**src/design/irh_pkg.sv**
```systemverilog
package irh_pkg;

   localparam logic [7:0] ADDR_HALF_REF_MARGIN = 8'h1B;
   localparam logic [7:0] ADDR_INPUT_PAIRING   = 8'h24;
   localparam logic [7:0] ADDR_COMMON_PIN      = 8'h27;

   localparam logic [7:0] RST_HALF_REF_MARGIN  = 8'h00;
   localparam logic [7:0] RST_INPUT_PAIRING    = 8'h00;
   localparam logic [7:0] RST_COMMON_PIN       = 8'h00;

   localparam int TRIM_LSB   = 4;
   localparam int TRIM_MSB   = 6;
   localparam int MARGIN_EN  = 0;
   localparam int COMMON_BIT = 0;

   localparam logic [2:0] TRIM_NOMINAL = 3'h0;

   localparam logic [1:0] PAIR_SEPARATE   = 2'h0;
   localparam logic [1:0] PAIR_SINGLE     = 2'h1;
   localparam logic [1:0] PAIR_PSEUDO     = 2'h2;
   localparam logic [1:0] PAIR_SEPARATE_B = 2'h3;

   // Routing mode of one channel pair as seen by the analog multiplexer.
   typedef enum logic [1:0] {
      IRH_ROUTE_SEP_SE = 2'h0,
      IRH_ROUTE_SEP_PD = 2'h1,
      IRH_ROUTE_PAIR_SE = 2'h3,
      IRH_ROUTE_PAIR_PD = 2'h2
   } irh_route_t;

   typedef struct packed {
      logic       margin_en;
      logic [2:0] trim_code;
   } irh_halfref_t;

   typedef struct packed {
      logic       neg_to_common;
      logic       pos_even_neg_odd;
      irh_route_t mode;
   } irh_pair_route_t;

   typedef struct packed {
      irh_halfref_t halfref;
      logic [7:0]   pairing;
      logic         common_sel;
      logic [7:0]   rdata;
   } irh_state_t;

endpackage

```
**src/design/irh_pair_decode.sv**
```systemverilog
module irh_pair_decode (
   input  wire logic [1:0]               pair_cfg_i,
   input  wire logic                     common_sel_i,
   output irh_pkg::irh_pair_route_t      route_o
);

   always_comb begin
      route_o = '0;
      unique case (pair_cfg_i)
         irh_pkg::PAIR_SINGLE: begin
            route_o.pos_even_neg_odd = 1'b1;
            route_o.mode             = irh_pkg::IRH_ROUTE_PAIR_SE;
         end
         irh_pkg::PAIR_PSEUDO: begin
            route_o.pos_even_neg_odd = 1'b1;
            route_o.mode             = irh_pkg::IRH_ROUTE_PAIR_PD;
         end
         irh_pkg::PAIR_SEPARATE, irh_pkg::PAIR_SEPARATE_B: begin
            route_o.neg_to_common = 1'b1;
            route_o.mode = common_sel_i ? irh_pkg::IRH_ROUTE_SEP_PD
                                        : irh_pkg::IRH_ROUTE_SEP_SE;
         end
      endcase
   end

endmodule // irh_pair_decode

```
**src/design/irh_regs.sv**
```systemverilog
module irh_regs (
   input  wire logic                          CLK_SYS_I,
   input  wire logic                          NRST_I,
   input  wire logic                          CE_I,
   input  wire logic [7:0]                    ADDR_I,
   input  wire logic [7:0]                    WDATA_I,
   input  wire logic                          WR_I,
   input  wire logic                          RD_I,
   output logic      [7:0]                    RDATA_O,
   output logic      [2:0]                    HALF_REF_TRIM_O,
   output logic                               HALF_REF_MARGIN_EN_O,
   output irh_pkg::irh_pair_route_t [3:0]     PAIR_ROUTE_O,
   output logic                               COMMON_SEL_O
);

   irh_pkg::irh_state_t             s_q;
   irh_pkg::irh_state_t             s_d;
   irh_pkg::irh_pair_route_t [3:0]  route_d;
   irh_pkg::irh_pair_route_t [3:0]  route_q;

   localparam logic [7:0] RST_HALF = irh_pkg::RST_HALF_REF_MARGIN;

   function automatic logic [7:0] read_mux(input logic [7:0] a,
                                           input irh_pkg::irh_state_t s);
      logic [7:0] v;
      v = 8'h00;
      unique case (a)
         irh_pkg::ADDR_HALF_REF_MARGIN: begin
            v[irh_pkg::TRIM_MSB:irh_pkg::TRIM_LSB] = s.halfref.trim_code;
            v[irh_pkg::MARGIN_EN]                  = s.halfref.margin_en;
         end
         irh_pkg::ADDR_INPUT_PAIRING: v = s.pairing;
         irh_pkg::ADDR_COMMON_PIN:    v[irh_pkg::COMMON_BIT] = s.common_sel;
         default:                     v = 8'h00;
      endcase
      // Bits 7 and 3..1 of the margin register stay zero by construction.
      return v;
   endfunction

   always_comb begin
      s_d = s_q;
      if (WR_I) begin
         unique case (ADDR_I)
            irh_pkg::ADDR_HALF_REF_MARGIN: begin
               s_d.halfref.trim_code = WDATA_I[irh_pkg::TRIM_MSB:irh_pkg::TRIM_LSB];
               s_d.halfref.margin_en = WDATA_I[irh_pkg::MARGIN_EN];
            end
            irh_pkg::ADDR_INPUT_PAIRING: s_d.pairing = WDATA_I;
            irh_pkg::ADDR_COMMON_PIN:    s_d.common_sel = WDATA_I[irh_pkg::COMMON_BIT];
            default:                     s_d = s_q;
         endcase
      end
      s_d.rdata = RD_I ? read_mux(ADDR_I, s_q) : 8'h00;
   end

   // Channel pair k lives in bits 7-2k..6-2k, so pair 0/1 is the top field.
   genvar k;
   for (k = 0; k < 4; k++) begin : g_pair
      irh_pair_decode u_dec (
         .pair_cfg_i   (s_d.pairing[7-2*k -: 2]),
         .common_sel_i (s_d.common_sel),
         .route_o      (route_d[k])
      );
   end

   always_ff @(posedge CLK_SYS_I or negedge NRST_I) begin
      if (!NRST_I) begin
         s_q.halfref   <= irh_pkg::irh_halfref_t'({RST_HALF[0], RST_HALF[6:4]});
         s_q.pairing   <= irh_pkg::RST_INPUT_PAIRING;
         s_q.common_sel <= irh_pkg::RST_COMMON_PIN[0];
         s_q.rdata     <= 8'h00;
         // Separate single-ended with the negative output on the common pin.
         route_q       <= {4{irh_pkg::irh_pair_route_t'(4'h8)}};
      end else if (CE_I) begin
         s_q     <= s_d;
         route_q <= route_d;
      end
   end

   logic [2:0] trim_out_q;
   logic       en_out_q;
   logic       com_out_q;

   always_ff @(posedge CLK_SYS_I or negedge NRST_I) begin
      if (!NRST_I) begin
         trim_out_q <= irh_pkg::TRIM_NOMINAL;
         en_out_q   <= 1'b0;
         com_out_q  <= 1'b0;
      end else if (CE_I) begin
         // Holding the buffer at its nominal code while disabled keeps a stale
         // trim from leaking into the mid-scale output.
         trim_out_q <= s_d.halfref.margin_en ? s_d.halfref.trim_code
                                             : irh_pkg::TRIM_NOMINAL;
         en_out_q   <= s_d.halfref.margin_en;
         com_out_q  <= s_d.common_sel;
      end
   end

   assign RDATA_O              = s_q.rdata;
   assign HALF_REF_TRIM_O      = trim_out_q;
   assign HALF_REF_MARGIN_EN_O = en_out_q;
   assign PAIR_ROUTE_O         = route_q;
   assign COMMON_SEL_O         = com_out_q;
endmodule // irh_regs

```
**config.mk**
```make
export PLATFORM = sky130hd
export DESIGN_NAME = irh_regs
export DESIGN_NICKNAME = d
export VERILOG_FILES = /design/src/design/irh_pkg.sv /design/src/design/irh_pair_decode.sv /design/src/design/irh_regs.sv
export SDC_FILE = /design/constraint.sdc
export NUM_CORES = 1
export LEC_CHECK = 0
export BUFFER_PORTS_ARGS = -buffer_cell sky130_fd_sc_hd__buf_2
export CAP_MARGIN = 10
export CORE_MARGIN = 1.5
export CORE_UTILIZATION = 45
export DETAILED_ROUTE_END_ITERATION = 8
export MAX_ROUTING_LAYER = met4
export PLACE_DENSITY = 0.7
export REMOVE_ABC_BUFFERS = 1
export SETUP_SLACK_MARGIN = 0.2
export SYNTH_ARGS = -nofsm -noshare
export SYNTH_HDL_FRONTEND = slang
export SYNTH_SLANG_ARGS = --single-unit
```
**constraint.sdc**
```tcl
create_clock -name CLK_SYS_I -period 2.5 [get_ports CLK_SYS_I]
set_input_delay 0.375 -clock CLK_SYS_I [delete_from_list [all_inputs] [get_ports CLK_SYS_I]]
set_output_delay 0.375 -clock CLK_SYS_I [all_outputs]
set_load 0.01 [all_outputs]
```
# Word-level counts from Yosys, hierarchy flattened

Index checks and enable logic that the tools add are counted.

Word-level logic and storage cells: 68
Flip-flop bits (word level): 40

Muxes and demuxes: 23
Reduce and logical (&&, ||, !) cells: 12
Equal/unequal tests: 15

Operator list:

| kind                 | count |
|---|---|
| $pmux W2 S3          | 4 |
| $mux W21             | 1 |
| $eq A2 B2 Y1 const B | 8 |
| $eq A8 B6 Y1 const B | 2 |
| $mux W8              | 2 |
| $reduce_or A2 Y1     | 8 |
| $mux W1              | 11 |
| $eq A2 B1 Y1 const B | 4 |
| $eq A8 B5 Y1 const B | 1 |
| $logic_not A2 Y1     | 4 |
| $mux W3              | 2 |
| $pmux W3 S2          | 1 |
| $mux W4              | 1 |
| $pmux W1 S3          | 1 |

# Longest topological paths before layout

Gate-level depths: netlist (run 1).

Word-level depth: 6
Mapped depth: 6
Gate-level depth less buffers: 6

# By module

From an unflattened synthesis (run 1), not the netlist that was laid out.

Cells, all modules: 153
Area, all modules: 1993.2 um^2

Modules (own cells, without submodules):

| module          | area each (um^2) | cells each | instances |
|---|---|---|---|
| irh_regs        | 1823.0           | 129        | 1 |
| irh_pair_decode | 42.5             | 6          | 4 |

# Least setup slack after synthesis (run 1)

OpenSTA, ideal clock, no wires.

Path kind: in2reg
From: in ADDR_I[0]
To: reg route_q (netlist bit PAIR_ROUTE_O[0])
Buffers on the path: 0
Library setup time: 0.125 ns
Path slack: 0.495 ns
Data arrival time: 1.881 ns
Cell stages on the path: 6
Data required time: 2.375 ns
Cell sequence: nor4_4 > nand3_4 > mux2_2 > ha_1 > mux2i_1 > mux2_2

Cells in the longest elaborated chain, start to end: 6
Elaborated cells on any way between the ends: 12

Ends and longest elaborated chain:

| what                                                    | line                 | RTL |
|---|---|---|
| start, declared                                         | irh_regs.sv:5        | `input wire logic [7:0] ADDR_I,` |
| $eq A8 B6 Y1 *                                          | irh_regs.sv:43       | `unique case (ADDR_I)` |
| $mux W8 *                                               | irh_regs.sv:43       |  |
| $mux W21 *                                              | irh_regs.sv:42       | `if (WR_I) begin` |
| net g_pair[0].u_dec.pair_cfg_i[1]                       | irh_pair_decode.sv:2 | `input wire logic [1:0] pair_cfg_i,` |
| $eq A2 B2 Y1 / $logic_not A2 Y1 (equally long branches) | irh_pair_decode.sv:9 | `unique case (pair_cfg_i)` |
| $reduce_or A2 Y1                                        | irh_pair_decode.sv:9 |  |
| $pmux W2 S3 *                                           | irh_pair_decode.sv:9 |  |
| end signal, assigned                                    | irh_regs.sv:73       | `route_q <= {4{irh_pkg::irh_pair_route_t'(4'h8)}};` |
| end signal, assigned                                    | irh_regs.sv:76       | `route_q <= route_d;` |
| end, declared                                           | irh_regs.sv:19       | `irh_pkg::irh_pair_route_t [3:0] route_q;` |

Mark *: on every way through the listed nets, which the timed path passes. The rest lies on a longest branch.
A chain may end at the register's enable or synchronous reset.

# Worst setup path after layout (run 1)

From: in ADDR_I[0]
To: reg route_q (netlist bit PAIR_ROUTE_O[4])

Cells in the longest elaborated chain, start to end: 6
Elaborated cells on any way between the ends: 12

Ends and longest elaborated chain:

| what                                                    | line |
|---|---|
| $eq A8 B6 Y1 *                                          | irh_regs.sv:43 |
| $mux W8 *                                               | irh_regs.sv:43 |
| $mux W21 *                                              | irh_regs.sv:42 |
| net g_pair[1].u_dec.pair_cfg_i[1]                       | irh_pair_decode.sv:2 |
| $eq A2 B2 Y1 / $logic_not A2 Y1 (equally long branches) | irh_pair_decode.sv:9 |
| $reduce_or A2 Y1                                        | irh_pair_decode.sv:9 |
| $pmux W2 S3 *                                           | irh_pair_decode.sv:9 |

Marks and branches as above.

==> out/results.txt, run 1 <==
status: finished, final reports clean
part of the cycle the worst path needs: 0.787
maximum number of pins on one net before global-route repair: 39
worst reg2reg endpoint: PAIR_ROUTE_O[0]
Clock Tree Buf Depth: 2
post-CTS setup buffer count: 0
CTS root buf: clkbuf_8
Synth Warn #: 0
io pins: 50
clk_lat worst skew: 0.28 ns
routed vias: 1,305
worst reg2reg path depth: 4
Static Leak: 1.06 nW
detailed placer's ending HPWL: 2870 um
Fillers: 349
clock skew: 0.0115 ns
remaining routing DRC violations: 0
post-synthesis register bit count: 38
CP Capture Type: register
Max Fclk: 508 MHz
number of max-cap violations: 0
Reg2Reg Setup Slack: 0.99 ns
Synth top cells by count: 34 x dfrtp_1, 16 x mux2_2, 12 x a21oi_1, 12 x nand2_1, 11 x mux2i_1
register area share after synthesis: 0.520
setup TNS: 0 ns
initial core utilization: 0.463
Max-slew headroom: 0.451
worst hold-check path type: input pin to asynchronous set/reset pin
Hold-fix buffers, CTS: 0
crit-path most repeated cell: mux2_2
final slew viol count: 0
placed instance count: 238
critical path class: input pin to register
Routed WL: 3820 um
num rows: 23
minimum clock period: 1.97 ns
Area contributors post-synth: dfrtp_1 46%, mux2_2 9.8%, mux2i_1 6.0%, dfstp_2 5.7%, buf_4 4.1%
RSZ-0062 raised after global routing: no
Post-synth EDFFs: 0
maximum VDD drop: 0.437 mV
cts bufs inserted: 5
Global Route Usage Sum: 0.188
Cells after Synth: 155
library cells used by synthesis: 27
Reg clk slew, reported paths: 0.07 ns
H-tree levels: 2
drt wl/cell: 15.5 um
GRT Residual Overflow: 0
synthesis-to-finish area growth: 18.0%
number of iterations in the first detailed-routing pass: 4
crit path cell chain: buf_2 -> nor4_4 -> nand3_4 -> mux2_2 -> ha_1 -> mux2i_1 -> mux2_2
# setup viols final: 0
ys async rst share: 1.00
ANT nets after route: 0
final hold violations: 0
# port buffers: 49
initial antenna violation count: 0
Final nets: 218
arrival time of the worst setup path: 2.13 ns
Synth Flop Type: dfrtp_1
worst-path maximum fanout: 9
synthesized area: 1840 um^2
top cell type by total area after synthesis: dfrtp_1
Post-Syn Area per Cell: 11.9 um^2
vias in the first global route: 1,299
Startpoint Class: input pin
worst slack at placement: 0.215 ns
slew of the pin with the lowest slew margin: 0.824 ns
Die Height: 66.9 um
TritonCTS clock tree: yes
post-cts sizing count: 0
Clock Sinks: 38
Slowest Stage Delay on Critical Path: 0.36 ns
FF-to-FF Start: s_q[16]
total chip power: 1.53 mW
initial DRC count: 148
first-pass GRT wire length: 6050 um
Top delay family on crit path: multiplexers
power per cell area: 707 nW/um^2
chip width: 66.9 um
share of cells above drive strength 1: 0.434
hold slack: 0.183 ns
Inserted Diodes: 0
WP data required: 2.66 ns
GP Congestion: 0.826
core area: 3970 um^2
top cell type's share of synthesized area: 0.463
Final WS setup: 0.532 ns
count leader, synth: dfrtp_1
Max stage delay cell, worst path: nor4_4
Via density: 5.30
Die ar.: 4480 um^2
Final Non-Filler Cells: 246
Bufs and invs on worst path: 1
==> stage by stage <==
stage | util | area, um^2
CTS | 0.546 | 2170
global placement | 0.517 | 2050
finish | 0.546 | 2170
global route | 0.546 | 2170
detailed placement | 0.517 | 2050
floorplan | - | 1740
==> cell usage in the layout (no fill, tap or decap), types with 3 or more instances in the layout <==
master,netlist,layout
o2bb2ai_1,8,8
nand2_1,12,12
mux2_2,16,16
a21oi_1,12,12
a22oi_1,4,4
o21ai_0,3,3
dfstp_2,4,4
o31ai_1,3,3
mux2i_1,11,11
dfrtp_1,34,34
nor2_1,10,10
clkbuf_8,0,6
nand3_1,3,3
buf_2,0,49
==> final cells by class <==
cell class | instances | area (um^2) | share of cell area
tap | 50 | 62.6 | 0.0288
clock buffer | 7 | 86.3 | 0.0398
multi-input combinational | 99 | 778 | 0.359
inverter | 1 | 3.75 | 0.00173
timing repair buffer | 50 | 253 | 0.116
sequential | 38 | 956 | 0.441
clock inverter | 1 | 30.0 | 0.0138
==> registers in the layout, indices dropped and copies added, names as in the netlist <==
register	flops
s_q	11
PAIR_ROUTE_O	14
COMMON_SEL_O	1
HALF_REF_TRIM_O	3
HALF_REF_MARGIN_EN_O	1
RDATA_O	8
==> worst max path at each step <==
stage / start / to / slack [ns] / depth (start not counted)
finish: ADDR_I[0] / PAIR_ROUTE_O[4] / 0.53 / 7
global route: ADDR_I[0] / PAIR_ROUTE_O[0] / 0.43 / 7
CTS: ADDR_I[0] / PAIR_ROUTE_O[0] / 0.53 / 7
detailed placement: ADDR_I[0] / PAIR_ROUTE_O[0] / 0.21 / 7
global placement: ADDR_I[0] / PAIR_ROUTE_O[4] / 0.28 / 7
floorplan: ADDR_I[0] / PAIR_ROUTE_O[0] / 0.49 / 6
==> report_power, final <==
| group | leakage, nW | internal, mW | switching, mW |
|---|---|---|---|
| logic | 0.530 | 0.121 | 0.151 |
| clock network | 0.0585 | 0.325 | 0.200 |
| registers | 0.469 | 0.693 | 0.0430 |
==> kinds of logic (layout without fill, tap and decap cells) <==
family                     after synthesis  count (layout)  synth area share
DFF                                     38              38             0.520
AOI/OAI and AO/OA                       34              34             0.127
and+or+nand+nor                         32              32             0.101
adders and majority gates                2               2            0.0136
xor gates and xnor gates                 2               2           0.00953
muxes                                   29              29             0.173
buffers and inverters                   18              59            0.0571
==> layer usage <==
metal / routed length (um) / global-route usage
met2: 2000 / 0.314
met4: 31 / 0.0791
met1: 1630 / 0.227
met3: 152 / 0.0304
met5: 0 / -
Power figures use the tool's default switching activity.
==> run 2, diff against run 1 <==
--- a/config.mk
+++ b/config.mk
@@ -11,7 +11,7 @@
 export CORE_UTILIZATION = 45
 export DETAILED_ROUTE_END_ITERATION = 8
 export MAX_ROUTING_LAYER = met4
-export PLACE_DENSITY = 0.7
+export PLACE_DENSITY = 0.73
 export REMOVE_ABC_BUFFERS = 1
 export SETUP_SLACK_MARGIN = 0.2
 export SYNTH_ARGS = -nofsm -noshare
==> constraint.sdc (replaced) <==
create_clock -name CLK_SYS_I -period 1.7 [get_ports CLK_SYS_I]
set_input_delay 0.255 -clock CLK_SYS_I [delete_from_list [all_inputs] [get_ports CLK_SYS_I]]
set_output_delay 0.255 -clock CLK_SYS_I [all_outputs]
set_load 0.01 [all_outputs]
==> out/results.txt, run 2 (same netlist as run 1, synthesis figures left out) <==
status: finished, final reports clean
CP Capture Type: register
Top delay family on crit path: multiplexers
drt wl/cell: 15.2 um (-2.1%)
Die ar.: 4480 um^2 (unchanged)
RSZ-0062 raised after global routing: yes
chip width: 66.9 um (unchanged)
Die Height: 66.9 um (unchanged)
most frequent cells in the layout: 47 x buf_2, 34 x dfrtp_1, 12 x nand2_1, 12 x mux2_2, 12 x buf_4
clock skew: 0.00288 ns (-0.00864 ns)
GP Congestion: 0.755 (-8.5%)
vias in the first global route: 1,228 (-5.5%)
critical path class: input pin to register
routed vias: 1,399 (+7.2%)
detailed placer's ending HPWL: 2670 um (-7.2%)
num rows: 23 (unchanged)
worst hold-check path type: input pin to register
ANT nets after route: 0 (unchanged)
Max-slew headroom: 0.707 (+0.256)
worst reg2reg path depth: 4 (unchanged)
core area: 3970 um^2 (unchanged)
remaining routing DRC violations: 0 (unchanged)
CP endpoint: PAIR_ROUTE_O[0]
cts bufs inserted: 5 (unchanged)
CTS root buf: clkbuf_8
Max stage delay cell, worst path: nor4_4
max FFs per register: 14 (unchanged)
maximum VDD drop: 0.515 mV (+18%)
hold slack: 0.236 ns (+0.0523 ns)
part of the cycle the worst path needs: 0.969
clk_lat worst skew: 0.29 ns (about the same)
FF-to-FF Start: s_q[14]
Reg clk slew, reported paths: 0.07 ns (about the same)
Max Fclk: 607 MHz
share of cells above drive strength 1: 0.524 (+0.0899)
number of iterations in the first detailed-routing pass: 4 (unchanged)
# port buffers: 49 (unchanged)
Bufs and invs on worst path: 1 (unchanged)
Setup crit start: ADDR_I[1]
commonest non-fill, non-tap cell in the layout: buf_2
Routed WL: 3980 um (+4.2%)
Startpoint Class: input pin
final hold violations: 0 (unchanged)
io pins: 50 (unchanged)
GRT Residual Overflow: 0 (unchanged)
maximum number of pins on one net before global-route repair: 25 (-36%)
Static Leak: 1.17 nW (+11%)
TritonCTS clock tree: yes
crit path cell chain: buf_6 -> nor4_4 -> nand3_4 -> mux2_4 -> ha_4 -> mux2i_1 -> mux2_2
H-tree levels: 2 (unchanged)
# setup viols final: 0 (unchanged)
placed instance count: 251 (+5.5%)
initial core utilization: 0.463 (unchanged)
Fillers: 319 (-8.6%)
first-pass GRT wire length: 5970 um (-1.4%)
power per cell area: 949 nW/um^2 (+34%)
critical path depth: 7 (unchanged)
Slowest Stage Delay on Critical Path: 0.36 ns (about the same)
synthesis-to-finish area growth: 33.0%
worst-path maximum fanout: 5 (-4)
Reg2Reg Setup Slack: 0.28 ns (-0.71 ns)
Clock Tree Buf Depth: 2 (unchanged)
final slew viol count: 0 (unchanged)
Final nets: 234 (+7.3%)
slew of the pin with the lowest slew margin: 0.440 ns (-0.384 ns)
worst reg2reg endpoint: PAIR_ROUTE_O[4]
Global Route Usage Sum: 0.188 (about the same)
Clock Sinks: 38 (unchanged)
Via density: 5.34 (+0.66%)
initial DRC count: 77 (-48%)
number of max-cap violations: 0 (unchanged)
minimum clock period: 1.65 ns
Inserted Diodes: 0 (unchanged)
Final Non-Filler Cells: 262 (+6.5%)
WP data required: 1.88 ns (-0.78 ns)
arrival time of the worst setup path: 1.82 ns (-0.31 ns)
initial antenna violation count: 0 (unchanged)
Layout Utilization: 0.616 (+0.0696)
run 2: worst min-delay path by stage:
stage,start,end,cells past startpoint
6_report,WDATA_I[7],s_q[16],2
5_1_grt,WDATA_I[7],s_q[16],2
4_1_cts,WDATA_I[7],s_q[16],2
3_5_place_dp,NRST_I,PAIR_ROUTE_O[13],1
3_3_place_gp,NRST_I,PAIR_ROUTE_O[14],1
2_1_floorplan,NRST_I,COMMON_SEL_O,0
run 2: through the flow:
stage | TNS (ns) | power (mW) | setup slack, ns | instance area, um^2
after floorplan | -0.420 | 1.31 | -0.185 | 1740
after global placement | -2.50 | 1.52 | -0.281 | 2160
after detailed placement | -2.85 | 1.53 | -0.325 | 2160
after CTS | 0 | 2.33 | 0.0333 | 2420
after global routing | 0 | 2.44 | 0.000376 | 2450
final | 0 | 2.32 | 0.0529 | 2450
run 2: repair_timing:
| item | CTS | global route |
|---|---|---|
| gates resized for setup | 21 | 6 |
| setup endpoints to repair | 14 | 14 |
| setup buffers | 1 | 1 |
| pin swaps | 4 | 5 |
| gates cloned | 0 | 0 |
| hold buffers | 1 | 0 |
| endpoints found under the hold margin | 15 | 0 |
run 2: final cells by class:
type / instances / area (um^2) / area share
clock buffer: 5 / 68.8 / 0.0281
timing repair buffer: 66 / 415 / 0.170
multi-input combinational: 99 / 900 / 0.368
tap: 50 / 62.6 / 0.0256
inverter: 1 / 3.75 / 0.00153
clock inverter: 3 / 40.0 / 0.0164
sequential: 38 / 956 / 0.391
run 2: routing by layer:
layer	vias up	GRT usage	share of wire
li1	666	-	-
met1	682	0.239	0.43
met2	43	0.298	0.48
met3	8	0.0405	0.059
met4	0	0.0689	0.022
met5	-	-	0
run 2: where the power goes:
group / leakage, nW / internal (mW) / switching [mW] / total, mW
registers: 0.469 / 1.02 / 0.0689 / 1.09
logic: 0.645 / 0.242 / 0.242 / 0.484
clock network: 0.0579 / 0.432 / 0.320 / 0.751
total: 1.17 / 1.69 / 0.630 / 2.32
